[src/include/mdm_pkg.sv]
/*
 * constants for the multiply, multiply-accumulate and divide coprocessor:
 * mode word layout, operation codes, output selections, division timing.
 * assumes a 16-bit core issuing coprocessor instructions on one clock.
 */
package mdm_pkg;
	localparam int unsigned MODE_WIDTH       = 7;
	localparam int unsigned OP_LSB           = 0;
	localparam int unsigned OP_WIDTH         = 4;
	localparam int unsigned OUT_LSB          = 4;
	localparam int unsigned OUT_WIDTH        = 3;
	localparam logic [6:0]  MODE_RESET       = 7'h00;
	localparam logic [31:0] RESULT_RESET     = 32'h0000_0000;

	// operation codes held in mode bits 3..0
	typedef enum logic [3:0] {
		OP_CLEAR    = 4'h0,
		OP_LOAD16   = 4'h1,
		OP_LOAD32_0 = 4'h2,
		OP_READ     = 4'h3,
		OP_MUL_U    = 4'h4,
		OP_MUL_S    = 4'h5,
		OP_MAC_U    = 4'h6,
		OP_MAC_S    = 4'h7,
		OP_DIV_U    = 4'h8,
		OP_DIV_S    = 4'h9,
		OP_LOAD32_1 = 4'hA
	} op_type;

	// output selections held in mode bits 6..4
	localparam logic [2:0] OUT_R0_LO = 3'h0;
	localparam logic [2:0] OUT_R0_HI = 3'h1;
	localparam logic [2:0] OUT_R1_LO = 3'h2;
	localparam logic [2:0] OUT_R1_HI = 3'h3;

	// division latency: one cycle to start plus one per iteration until done
	localparam int unsigned DIV_BITS       = 32;
	localparam int unsigned DIV_STEPS      = 16;
	localparam int unsigned DIV_MIN_CYCLES = 17;
	localparam int unsigned DIV_MAX_CYCLES = 20;
	localparam logic [4:0]  DIV_LAST_STEP  = 5'(DIV_STEPS - 1);
endpackage

[src/div_core.sv]
/*
 * iterative 32 by 32 divider, two quotient bits per cycle, signed or unsigned.
 * assumes start is a one-cycle pulse and operands stay free after start.
 */
`timescale 1ns/100ps
`default_nettype none
module div_core (
	input  wire logic        clk_sys,
	input  wire logic        nrst,
	input  wire logic        start,
	input  wire logic        signed_op,
	input  wire logic [31:0] dividend,
	input  wire logic [31:0] divisor,
	output logic             busy,
	output logic             done,
	output logic      [31:0] quotient,
	output logic      [31:0] remainder
);
	logic [31:0] quo_reg;
	logic [32:0] rem_reg;
	logic [31:0] dvs_reg;
	logic [4:0]  step_reg;
	logic        negq_reg;
	logic        negr_reg;
	logic        fin_reg;
	logic [32:0] r1;
	logic [32:0] r2;
	logic [32:0] t1;
	logic [32:0] t2;
	logic        q1;
	logic        q2;

	// two restoring steps per clock keeps the loop at sixteen cycles
	always_comb begin
		r1 = {rem_reg[31:0], quo_reg[31]};
		t1 = r1 - {1'b0, dvs_reg};
		q1 = ~t1[32];
		if (q1) begin
			r1 = t1;
		end
		r2 = {r1[31:0], quo_reg[30]};
		t2 = r2 - {1'b0, dvs_reg};
		q2 = ~t2[32];
		if (q2) begin
			r2 = t2;
		end
	end

	// iteration control; negative operands are made magnitudes at start
	always_ff @(posedge clk_sys) begin
		if (!nrst) begin
			quo_reg  <= 32'h0000_0000;
			rem_reg  <= 33'h0_0000_0000;
			dvs_reg  <= 32'h0000_0000;
			step_reg <= 5'h00;
			negq_reg <= 1'b0;
			negr_reg <= 1'b0;
			busy     <= 1'b0;
			fin_reg  <= 1'b0;
		end else begin
			fin_reg <= 1'b0;
			if (start) begin
				quo_reg  <= (signed_op && dividend[31]) ? 32'(-dividend) : dividend;
				dvs_reg  <= (signed_op && divisor[31]) ? 32'(-divisor) : divisor;
				rem_reg  <= 33'h0_0000_0000;
				negq_reg <= signed_op && (dividend[31] ^ divisor[31]);
				negr_reg <= signed_op && dividend[31];
				step_reg <= 5'h00;
				busy     <= 1'b1;
			end else if (busy) begin
				quo_reg  <= {quo_reg[29:0], q1, q2};
				rem_reg  <= r2;
				step_reg <= 5'(step_reg + 5'h01);
				if (step_reg == mdm_pkg::DIV_LAST_STEP) begin
					busy    <= 1'b0;
					fin_reg <= 1'b1;
				end
			end
		end
	end

	// sign fix-up on the way out; zero divisor gives no defined answer
	assign done      = fin_reg;
	assign quotient  = negq_reg ? 32'(-quo_reg) : quo_reg;
	assign remainder = negr_reg ? 32'(-rem_reg[31:0]) : rem_reg[31:0];
endmodule
`default_nettype wire

[src/mul_div_mac_coprocessor.sv]
/*
 * multiply, multiply-accumulate and divide coprocessor with two 32-bit
 * result registers and a 16-bit selectable output half.
 * assumes the core holds off further instructions while busy is high and
 * that all inputs come from logic on clk_sys.
 */
// Contract
// - op 4 unsigned, op 5 signed 16x16 multiply, 32-bit product, one cycle.
// - op 6/7 add product to 32-bit accumulator in one cycle, flag overflow.
// - op 8/9 divide 32-bit dividend by 32-bit divisor, quotient and remainder.
// - division completes within seventeen to twenty clock cycles.
// - overflow and zero divisor undefined; core must not rely on them.
// - core writes seven-bit mode word from register or immediate bits 6..0.
// - mode bits 6..4 pick output half of result registers; 4..7 reserved.
// - op 0 clears both result registers to zero.
// - op 1 loads 16-bit augend into low half of result register zero.
// - op 2 loads 32 bits into result zero; op A into result one.
// - op 3 computes nothing, only presents the selected half.
// - multiply stores product in result zero and clears all four flags.
// - divide uses result zero as dividend; quotient to zero, remainder one.
// - result registers hold their value until a later operation writes them.
`timescale 1ns/100ps
`default_nettype none
module mul_div_mac_coprocessor (
	input  wire logic        clk_sys,
	input  wire logic        nrst,
	input  wire logic        mode_write_instruction,
	input  wire logic [6:0]  mode_data,
	input  wire logic        operate_and_read_instruction,
	input  wire logic        preload_result_instruction,
	input  wire logic [15:0] operand_a,
	input  wire logic [15:0] operand_b,
	output logic      [15:0] copro_out,
	output logic      [3:0]  carry_overflow_zero_negative_flags,
	output logic             busy,
	output logic      [6:0]  mode_out
);
	logic [6:0]  operation_output_mode_select_reg;
	logic [31:0] result_register_zero;
	logic [31:0] result_register_one;
	logic [3:0]  flags_reg;
	logic [15:0] out_reg;
	logic [15:0] out_next;
	logic [3:0]  op;
	logic [2:0]  outsel;
	logic [31:0] prod_u;
	logic [31:0] prod_s;
	logic [31:0] prod;
	logic [32:0] mac_u;
	logic [32:0] mac_s;
	logic [31:0] mac_sum;
	logic        mac_ovf;
	logic        is_signed;
	logic        div_start;
	logic        div_busy;
	logic        div_done;
	logic [31:0] div_quo;
	logic [31:0] div_rem;
	logic [31:0] r0_next;
	logic [31:0] r1_next;
	logic        out_pending_reg;

	assign op     = operation_output_mode_select_reg[mdm_pkg::OP_LSB +: mdm_pkg::OP_WIDTH];
	assign outsel = operation_output_mode_select_reg[mdm_pkg::OUT_LSB +: mdm_pkg::OUT_WIDTH];
	assign is_signed = op[0];

	// mode word written by the mode write instruction, low seven bits only
	always_ff @(posedge clk_sys) begin
		if (!nrst) begin
			operation_output_mode_select_reg <= mdm_pkg::MODE_RESET;
		end else if (mode_write_instruction && !div_busy) begin
			operation_output_mode_select_reg <= mode_data;
		end
	end

	// single-cycle arithmetic, both sign flavours built in parallel
	always_comb begin
		prod_u  = {16'h0000, operand_a} * {16'h0000, operand_b};
		prod_s  = {{16{operand_a[15]}}, operand_a} * {{16{operand_b[15]}}, operand_b};
		prod    = is_signed ? prod_s : prod_u;
		mac_u   = {1'b0, result_register_zero} + {1'b0, prod_u};
		mac_s   = 33'($signed({result_register_zero[31], result_register_zero})
			+ $signed({prod_s[31], prod_s}));
		mac_sum = is_signed ? mac_s[31:0] : mac_u[31:0];
		// signed overflow when the two sign-extended top bits disagree
		mac_ovf = is_signed ? (mac_s[32] ^ mac_s[31]) : mac_u[32];
	end

	// division started by an operate instruction in a division mode
	assign div_start = operate_and_read_instruction && !div_busy
		&& (op == mdm_pkg::OP_DIV_U || op == mdm_pkg::OP_DIV_S);

	div_core u_div (
		.clk_sys   (clk_sys),
		.nrst      (nrst),
		.start     (div_start),
		.signed_op (is_signed),
		.dividend  (result_register_zero),
		.divisor   ({operand_a, operand_b}),
		.busy      (div_busy),
		.done      (div_done),
		.quotient  (div_quo),
		.remainder (div_rem)
	);

	// next value of both result registers; default holds them
	always_comb begin
		r0_next = result_register_zero;
		r1_next = result_register_one;
		if (div_done) begin
			r0_next = div_quo;
			r1_next = div_rem;
		end else if (operate_and_read_instruction && !div_busy) begin
			case (op)
				mdm_pkg::OP_CLEAR: begin
					r0_next = mdm_pkg::RESULT_RESET;
					r1_next = mdm_pkg::RESULT_RESET;
				end
				mdm_pkg::OP_LOAD16: begin
					r0_next = {result_register_zero[31:16], operand_b};
				end
				mdm_pkg::OP_MUL_U, mdm_pkg::OP_MUL_S: begin
					r0_next = prod;
				end
				mdm_pkg::OP_MAC_U, mdm_pkg::OP_MAC_S: begin
					r0_next = mac_sum;
				end
				default: begin
					r0_next = result_register_zero;
				end
			endcase
		end else if (preload_result_instruction && !div_busy) begin
			// preload carries upper half in operand_a, lower in operand_b
			if (op == mdm_pkg::OP_LOAD32_0) begin
				r0_next = {operand_a, operand_b};
			end else if (op == mdm_pkg::OP_LOAD32_1) begin
				r1_next = {operand_a, operand_b};
			end
		end
	end

	// result registers
	always_ff @(posedge clk_sys) begin
		if (!nrst) begin
			result_register_zero <= mdm_pkg::RESULT_RESET;
			result_register_one  <= mdm_pkg::RESULT_RESET;
		end else begin
			result_register_zero <= r0_next;
			result_register_one  <= r1_next;
		end
	end

	// flags: cleared for multiply and divide, overflow only from accumulate
	always_ff @(posedge clk_sys) begin
		if (!nrst) begin
			flags_reg <= 4'h0;
		end else if (operate_and_read_instruction && !div_busy) begin
			case (op)
				mdm_pkg::OP_MUL_U, mdm_pkg::OP_MUL_S: begin
					flags_reg <= 4'h0;
				end
				mdm_pkg::OP_DIV_U, mdm_pkg::OP_DIV_S: begin
					flags_reg <= 4'h0;
				end
				mdm_pkg::OP_MAC_U, mdm_pkg::OP_MAC_S: begin
					flags_reg <= {1'b0, mac_ovf, 2'b00};
				end
				default: begin
					flags_reg <= flags_reg;
				end
			endcase
		end
	end

	// output half picked from the values the registers are about to hold,
	// so the answer of an operation appears together with its result
	always_comb begin
		case (outsel)
			mdm_pkg::OUT_R0_LO: out_next = r0_next[15:0];
			mdm_pkg::OUT_R0_HI: out_next = r0_next[31:16];
			mdm_pkg::OUT_R1_LO: out_next = r1_next[15:0];
			mdm_pkg::OUT_R1_HI: out_next = r1_next[31:16];
			default:            out_next = 16'h0000; // reserved selections
		endcase
	end

	// output register; read mode just presents, no arithmetic
	always_ff @(posedge clk_sys) begin
		if (!nrst) begin
			out_reg <= 16'h0000;
		end else begin
			out_reg <= out_next;
		end
	end

	// busy held from division start until the result lands
	always_ff @(posedge clk_sys) begin
		if (!nrst) begin
			out_pending_reg <= 1'b0;
		end else begin
			out_pending_reg <= div_start | (out_pending_reg & ~div_done);
		end
	end

	assign copro_out = out_reg;
	assign carry_overflow_zero_negative_flags = flags_reg;
	assign busy      = out_pending_reg;
	assign mode_out  = operation_output_mode_select_reg;

	// helper counter for the division latency window
	logic [5:0] div_cnt;
	always_ff @(posedge clk_sys) begin
		if (!nrst) begin
			div_cnt <= 6'h00;
		end else if (div_start) begin
			div_cnt <= 6'h01;
		end else if (out_pending_reg) begin
			div_cnt <= 6'(div_cnt + 6'h01);
		end
	end
endmodule
`default_nettype wire

[config.mk]
export PLATFORM = sky130hd
export DESIGN_NAME = mul_div_mac_coprocessor
export DESIGN_NICKNAME = d
export VERILOG_FILES = /design/src/include/mdm_pkg.sv /design/src/div_core.sv /design/src/mul_div_mac_coprocessor.sv
export SDC_FILE = /design/constraint.sdc
export NUM_CORES = 2
export LEC_CHECK = 0
export BUFFER_PORTS_ARGS = -buffer_cell sky130_fd_sc_hd__buf_2
export CAP_MARGIN = 20
export CORE_AREA = 2 2 266 268
export CTS_CLUSTER_SIZE = 25
export DETAILED_ROUTE_END_ITERATION = 10
export DIE_AREA = 0 0 268 270
export GPL_TIMING_DRIVEN = 0
export PLACE_DENSITY_LB_ADDON = 0.1
export SYNTH_ARGS = -nofsm -noshare
export SYNTH_HDL_FRONTEND = slang
export SYNTH_HIERARCHICAL = 1
export SYNTH_SLANG_ARGS = --single-unit
[constraint.sdc]
create_clock -name clk_sys -period 10.1 [get_ports clk_sys]
set_clock_uncertainty 0.05 [all_clocks]
set_input_delay 1.515 -clock clk_sys [delete_from_list [all_inputs] [get_ports clk_sys]]
set_output_delay 1.515 -clock clk_sys [all_outputs]
set_load 0.02 [all_outputs]
# Word-level counts from Yosys, hierarchy flattened
# Index checks and enable logic that the tools add are counted.
[classes] n_addsub=9 mul=2 n_eq_ne=13 n_mux=28 bitwise=9 reduce_logical=19
[op_table] cell="$mux W32" n=20
[op_table] cell="$neg A32 Y32" n=4
[op_table] cell="$pmux W32 S4" n=1
[op_table] cell="$add A32 B32 Y33" n=2
[op_table] cell="$sub A33 B32 Y33" n=2
[op_table] cell="$mul A16 B16 Y32" n=2
[op_table] cell="$pmux W16 S4" n=1
[op_table] cell="$eq A4 B3 Y1 const B" n=4
[op_table] cell="$eq A4 B4 Y1 const B" n=3
[op_table] cell="$pmux W4 S2" n=1
[op_table] cell="$logic_and A1 B1 Y1" n=7
[op_table] cell="$eq A3 B2 Y1 const B" n=2
[op_table] cell="$reduce_or A2 Y1" n=3
[op_table] cell="$add A5 B1 Y5 const B" n=1
[op_table] cell="$eq A5 B4 Y1 const B" n=1
[op_table] cell="$mux W1" n=5
[op_table] cell="$not A1 Y1" n=5
[op_table] cell="$eq A4 B1 Y1 const B" n=1
[op_table] cell="$eq A4 B2 Y1 const B" n=1
[op_table] cell="$logic_not A4 Y1" n=1
[op_table] cell="$reduce_bool A2 Y1" n=2
[op_table] cell="$reduce_or A4 Y1" n=1
[op_table] cell="$eq A3 B1 Y1 const B" n=1
[op_table] cell="$logic_not A3 Y1" n=1
[op_table] cell="7 further kinds" n=8
[totals] reg_bits=197 output_inout_bits=28

# Logic depth before layout (Yosys ltp)
[logic_depth] ltp_word=7 mapped_depth=38

# Cells and area by module
# The synthesis kept the hierarchy.
[by_module_without_submodules] mod="mul_div_mac_coprocessor" instances=1 cells_per_inst=2799 area_each_um2=23214.8
[by_module_without_submodules] mod="div_core" instances=1 cells_per_inst=1444 area_each_um2=11125.7

# Worst setup path after synthesis
# No wires, ideal clock.
[synth_timing] path_type="in2reg" from="in operand_a[11]" to="reg out_reg[15] (netlist: copro_out[15])" arrival_time_ns=9.116 required_ns=9.947 setup_slack_ns=0.830 cell_stages=32 n_path_buf=2 path_cell_list="clkbuf_1 clkbuf_1 nand2_1 fa_1 fa_1 inv_1 fa_1 inv_1 fa_1 fa_1 fa_1 inv_1 ha_1 a21oi_1 nand2_1 o21ai_1 a21oi_1 a21o_1 a211oi_1 nor2_1 ha_1 and4_1 and4bb_1 nand3_1 a21oi_1 nor2_1 or4_1 o311a_1 a2bb2oi_1 o31ai_1 o21ai_1 a2111oi_2"
[synth_via] elab_chain_cells=7
[synth_lines] item="start, declared" line="mul_div_mac_coprocessor.sv:31" rtl="input wire logic [15:0] operand_a,"
[synth_lines] item="$mul A16 B16 Y32 (on tied branches)" line="mul_div_mac_coprocessor.sv:78, mul_div_mac_coprocessor.sv:79"
[synth_lines] item="$add A32 B32 Y33 (on tied branches)" line="mul_div_mac_coprocessor.sv:81, mul_div_mac_coprocessor.sv:83"
[synth_lines] item="$mux W32" line="mul_div_mac_coprocessor.sv:84" rtl="mac_sum = is_signed ? mac_s[31:0] : mac_u[31:0];"
[synth_lines] item="$pmux W32 S4 *" line="mul_div_mac_coprocessor.sv:114" rtl="case (op)"
[synth_lines] item="$mux W32 *" line="mul_div_mac_coprocessor.sv:113" rtl="end else if (operate_and_read_instruction && !div_busy) begin"
[synth_lines] item="$mux W32 *" line="mul_div_mac_coprocessor.sv:110" rtl="if (div_done) begin"
[synth_lines] item="$pmux W16 S4 *" line="mul_div_mac_coprocessor.sv:178" rtl="case (outsel)"
[synth_lines] item="end signal, assigned" line="mul_div_mac_coprocessor.sv:192" rtl="out_reg <= out_next;"
[synth_lines] item="end, declared" line="mul_div_mac_coprocessor.sv:42" rtl="logic [15:0] out_reg;"
# Every way passes the cells marked *; elsewhere a longest branch is shown, timed or not.
# A chain may end at the register's enable or synchronous reset.

# Final worst setup path
[layout_timing] from="in operand_b[5]" to="reg out_reg[15] (netlist: copro_out[15])"
[layout_via] elab_chain_cells=7
[layout_lines] item="start, declared" line="mul_div_mac_coprocessor.sv:32" rtl="input wire logic [15:0] operand_b,"
[layout_lines] item="$mul A16 B16 Y32 (on tied branches)" line="mul_div_mac_coprocessor.sv:78, mul_div_mac_coprocessor.sv:79"
[layout_lines] item="$add A32 B32 Y33 (on tied branches)" line="mul_div_mac_coprocessor.sv:81, mul_div_mac_coprocessor.sv:83"
[layout_lines] item="$mux W32" line="mul_div_mac_coprocessor.sv:84"
[layout_lines] item="$pmux W32 S4 *" line="mul_div_mac_coprocessor.sv:114"
[layout_lines] item="$mux W32 *" line="mul_div_mac_coprocessor.sv:113"
[layout_lines] item="$mux W32 *" line="mul_div_mac_coprocessor.sv:110"
[layout_lines] item="$pmux W16 S4 *" line="mul_div_mac_coprocessor.sv:178"
# Marked as above.

==> metrics.md <==
| Metric | Value |
|---|---|
| Initial Util | 49.4% |
| DRT Pass-1 Iters | 5 |
| CTS Hold Bufs | 0 |
| Clk_lat worst skew | 480 ps |
| CTS Buf Count | 17 |
| CP Launch Type | input port |
| Sequential share of the synthesized area | 11.3% |
| Post-synthesis compound-gate area fraction | 19.8% |
| CTS Buffer Depth | 2 |
| Tcrit/Tclk final | 97.9% |
| Fmax | 0.101 GHz |
| Status | finished, final reports clean |
| CTS tree | yes |
| Post-synthesis xor/xnor area fraction | 7.21% |
| Area Overhead vs Synth | 7.92% |
| RSZ-0062 raised after global routing | yes |
| Cells after DPL | 5268 |
| Mapped Area | 34300 µm² |
| Post-Place Setup Slack | -2690 ps |
| Final nets | 5010 |
| Synth Instances | 4243 |
| CP top delay family | adder cells |
| Max-slew violation count | 0 |
| Clk sinks | 194 |
| Adder-cell share of the synthesized area | 31.8% |
| Routed len/inst | 24.2 µm |
| Max-cap violations | 0 |
| Die X | 268 µm |
| R2R Setup Slk | 3130 ps |
| Tot GR Track Use | 35.6% |
| Async SR Flop Fraction | 0% |
| Critical path type | input port to flip-flop |
| Synth Area in Simple Gates | 17.5% |
| First-pass GRT wire length | 194 mm |
| Pin count of the biggest net entering global routing | 26 |
| Sum Neg Setup Slack | 0 ps |
| Fin. Hold Viols | 0 |
| Row count | 97 |
| Max Fanout on Critical Path | 10 |
| Grt ovf | 0 |
| Vias per inst | 5.94 |
| Total length of routed wires | 127 mm |
| Vias in the first global route | 31600 |
| Multiplexer area fraction after synthesis | 3.48% |
| Gpl congestion | 1.01 |
| Root buf cell | clkbuf_16 |
| Htree depth | 4 |
| Slowest cell on the critical path | fa_1 |
| DRC violation count after routing | 0 |
| Via count | 31300 |
| Worst EP required | 10370 ps |
| Hold Crit Class | flip-flop to flip-flop |
| Share of layout cells above drive strength 1 | 7.09% |
| Post-synth EDFFs | 0 |
| Die area | 72400 µm² |
| Port buffer count | 68 |
| Worst slew pin tran | 1160 ps |
| Final worst path period need | 9890 ps |
| Worst Setup End Kind | flip-flop |
| Io pins | 72 |
| Final HPWL DP | 106 mm |
| Max_slew headroom | 22.4% |
| Setup-failing EPs final | 0 |
| Area occupied by multi-input gates | 27600 µm² |
| Largest family of logic cells by synthesized area | adder cells |
| Ys Warns | 6 |
| Synth Flop Type | dfxtp_1 |
| Post-route ant nets | 0 |
| Area of the core | 69500 µm² |
| Number of DRC markers in iteration 0 | 2664 |
| Buf/Inv on CP | 10 |
| Die Height | 270 µm |
| Count of unique library cells instantiated by Yosys | 116 |
| Setup slack after layout | 207 ps |
| Critical Path AT | 10160 ps |
| Synthesized flop and latch total | 194 |
| # fillers | 6868 |
| Max stage delay on crit path | 640 ps |
| Register area | 3880 µm² |
| Synth Area per Inst | 8.09 µm² |
| Reg clk slew, reported paths | 80 ps |
| Post-Layout Cell Count | 5268 |
| Initial antenna violation count | 3 |
==> layout by cell type, fill, tap and decap left out, drive strengths merged, types with 55 or more instances in the layout <==
master  Yosys  final
a21o       81     81
a21oi     269    269
and2      188    188
buf        45    130
clkbuf    172    155
dfxtp     194    194
fa        367    367
ha        285    285
inv       571    577
mux2i      81     81
nand2     399    399
nand3      58     58
nor2      231    231
nor2b      55     55
nor3       59     59
o21ai     223    223
xnor2     189    189
xor2       93     93
==> routing by layer <==
metal	up-vias	GRT usage, %	routed length (µm)
li1	14500	-	-
met1	15300	45.5	52200
met2	1177	58.0	58600
met3	318	5.42	9110
met4	0	18.8	7570
met5	-	0	0
==> logic make-up (layout without fill, tap and decap cells) <==
logic type	after synthesis	count (layout)
buf+inv	792	874
flops	194	194
compound gates	1014	1014
mux	115	115
simple gates	1193	1193
xor+xnor	282	282
fa+ha+maj	652	652
other cells	1	4
==> layout make-up <==
type,count,area share [%]
inverter,575,5.85
multi-input combinational,3259,74.6
antenna,1,0.00675
timing repair buffer,92,1.99
buffer,175,2.18
sequential,194,10.5
clock inverter,14,0.560
clock buffer,18,1.16
tap,940,3.17
==> what timing repair did <==
item                                    4_1_cts  5_1_grt
resized for setup                            61       64
setup buffers                                 0        9
endpoints found under the setup margin       30       24
pin swaps                                     0       10
==> per-stage QoR <==
step | utilization, % | hold WS (ps) | area [µm²]
after detailed placement | 51.9 | 420 | 36100
final | 53.3 | 434 | 37100
after global placement | 51.6 | 412 | 35900
after floorplan | - | 404 | 34300
after global routing | 53.3 | 456 | 37100
after CTS | 52.9 | 440 | 36800
==> synthesized netlist by cell type, types with 22 or more instances <==
master / number / area, µm²
inv_1: 569 / 2140
nand2_1: 398 / 1490
fa_1: 367 / 7350
ha_1: 285 / 3570
a21oi_1: 267 / 1340
nor2_1: 231 / 867
o21ai_0: 205 / 1030
dfxtp_1: 194 / 3880
and2_1: 188 / 1180
xnor2_1: 188 / 1650
clkbuf_1: 170 / 638
xor2_1: 93 / 815
a21o_1: 81 / 608
mux2i_1: 81 / 811
nor3_1: 56 / 280
nand3_1: 54 / 270
nor2b_1: 54 / 338
a22oi_1: 43 / 323
nand2b_1: 42 / 263
and3_1: 40 / 250
a211oi_1: 37 / 278
o31ai_1: 34 / 255
o211a_1: 33 / 330
a31oi_1: 29 / 181
mux2_2: 28 / 315
o21a_1: 26 / 195
o211ai_1: 23 / 173
a221oi_1: 22 / 193
o21bai_1: 22 / 165
==> worst paths after layout <==
check	startpoint	end	depth (start not counted)
worst max-delay path	operand_b[5]	copro_out[15]$_SDFF_PN0_	33
worst min-delay path	u_div/step_reg[4]$_SDFFE_PP0P_	u_div/step_reg[4]$_SDFFE_PP0P_	2
worst max register to register	u_div/quo_reg[31]$_SDFFE_PN0P_	u_div/rem_reg[2]$_SDFFE_PP0P_	26
worst min register to register	u_div/step_reg[4]$_SDFFE_PP0P_	u_div/step_reg[4]$_SDFFE_PP0P_	2
==> tightest hold or removal path, delay by kind of cell, from the launching register on <==
| kind | cells | cell delay (ps) |
|---|---|---|
| flip-flops | 1 | 310 |
| AND/OR/NAND/NOR | 1 | 80 |
| AO/OA/AOI/OAI | 1 | 50 |
Power is not shown: default switching activity piles up to over one toggle a cycle in this logic, so the estimate is an artifact.
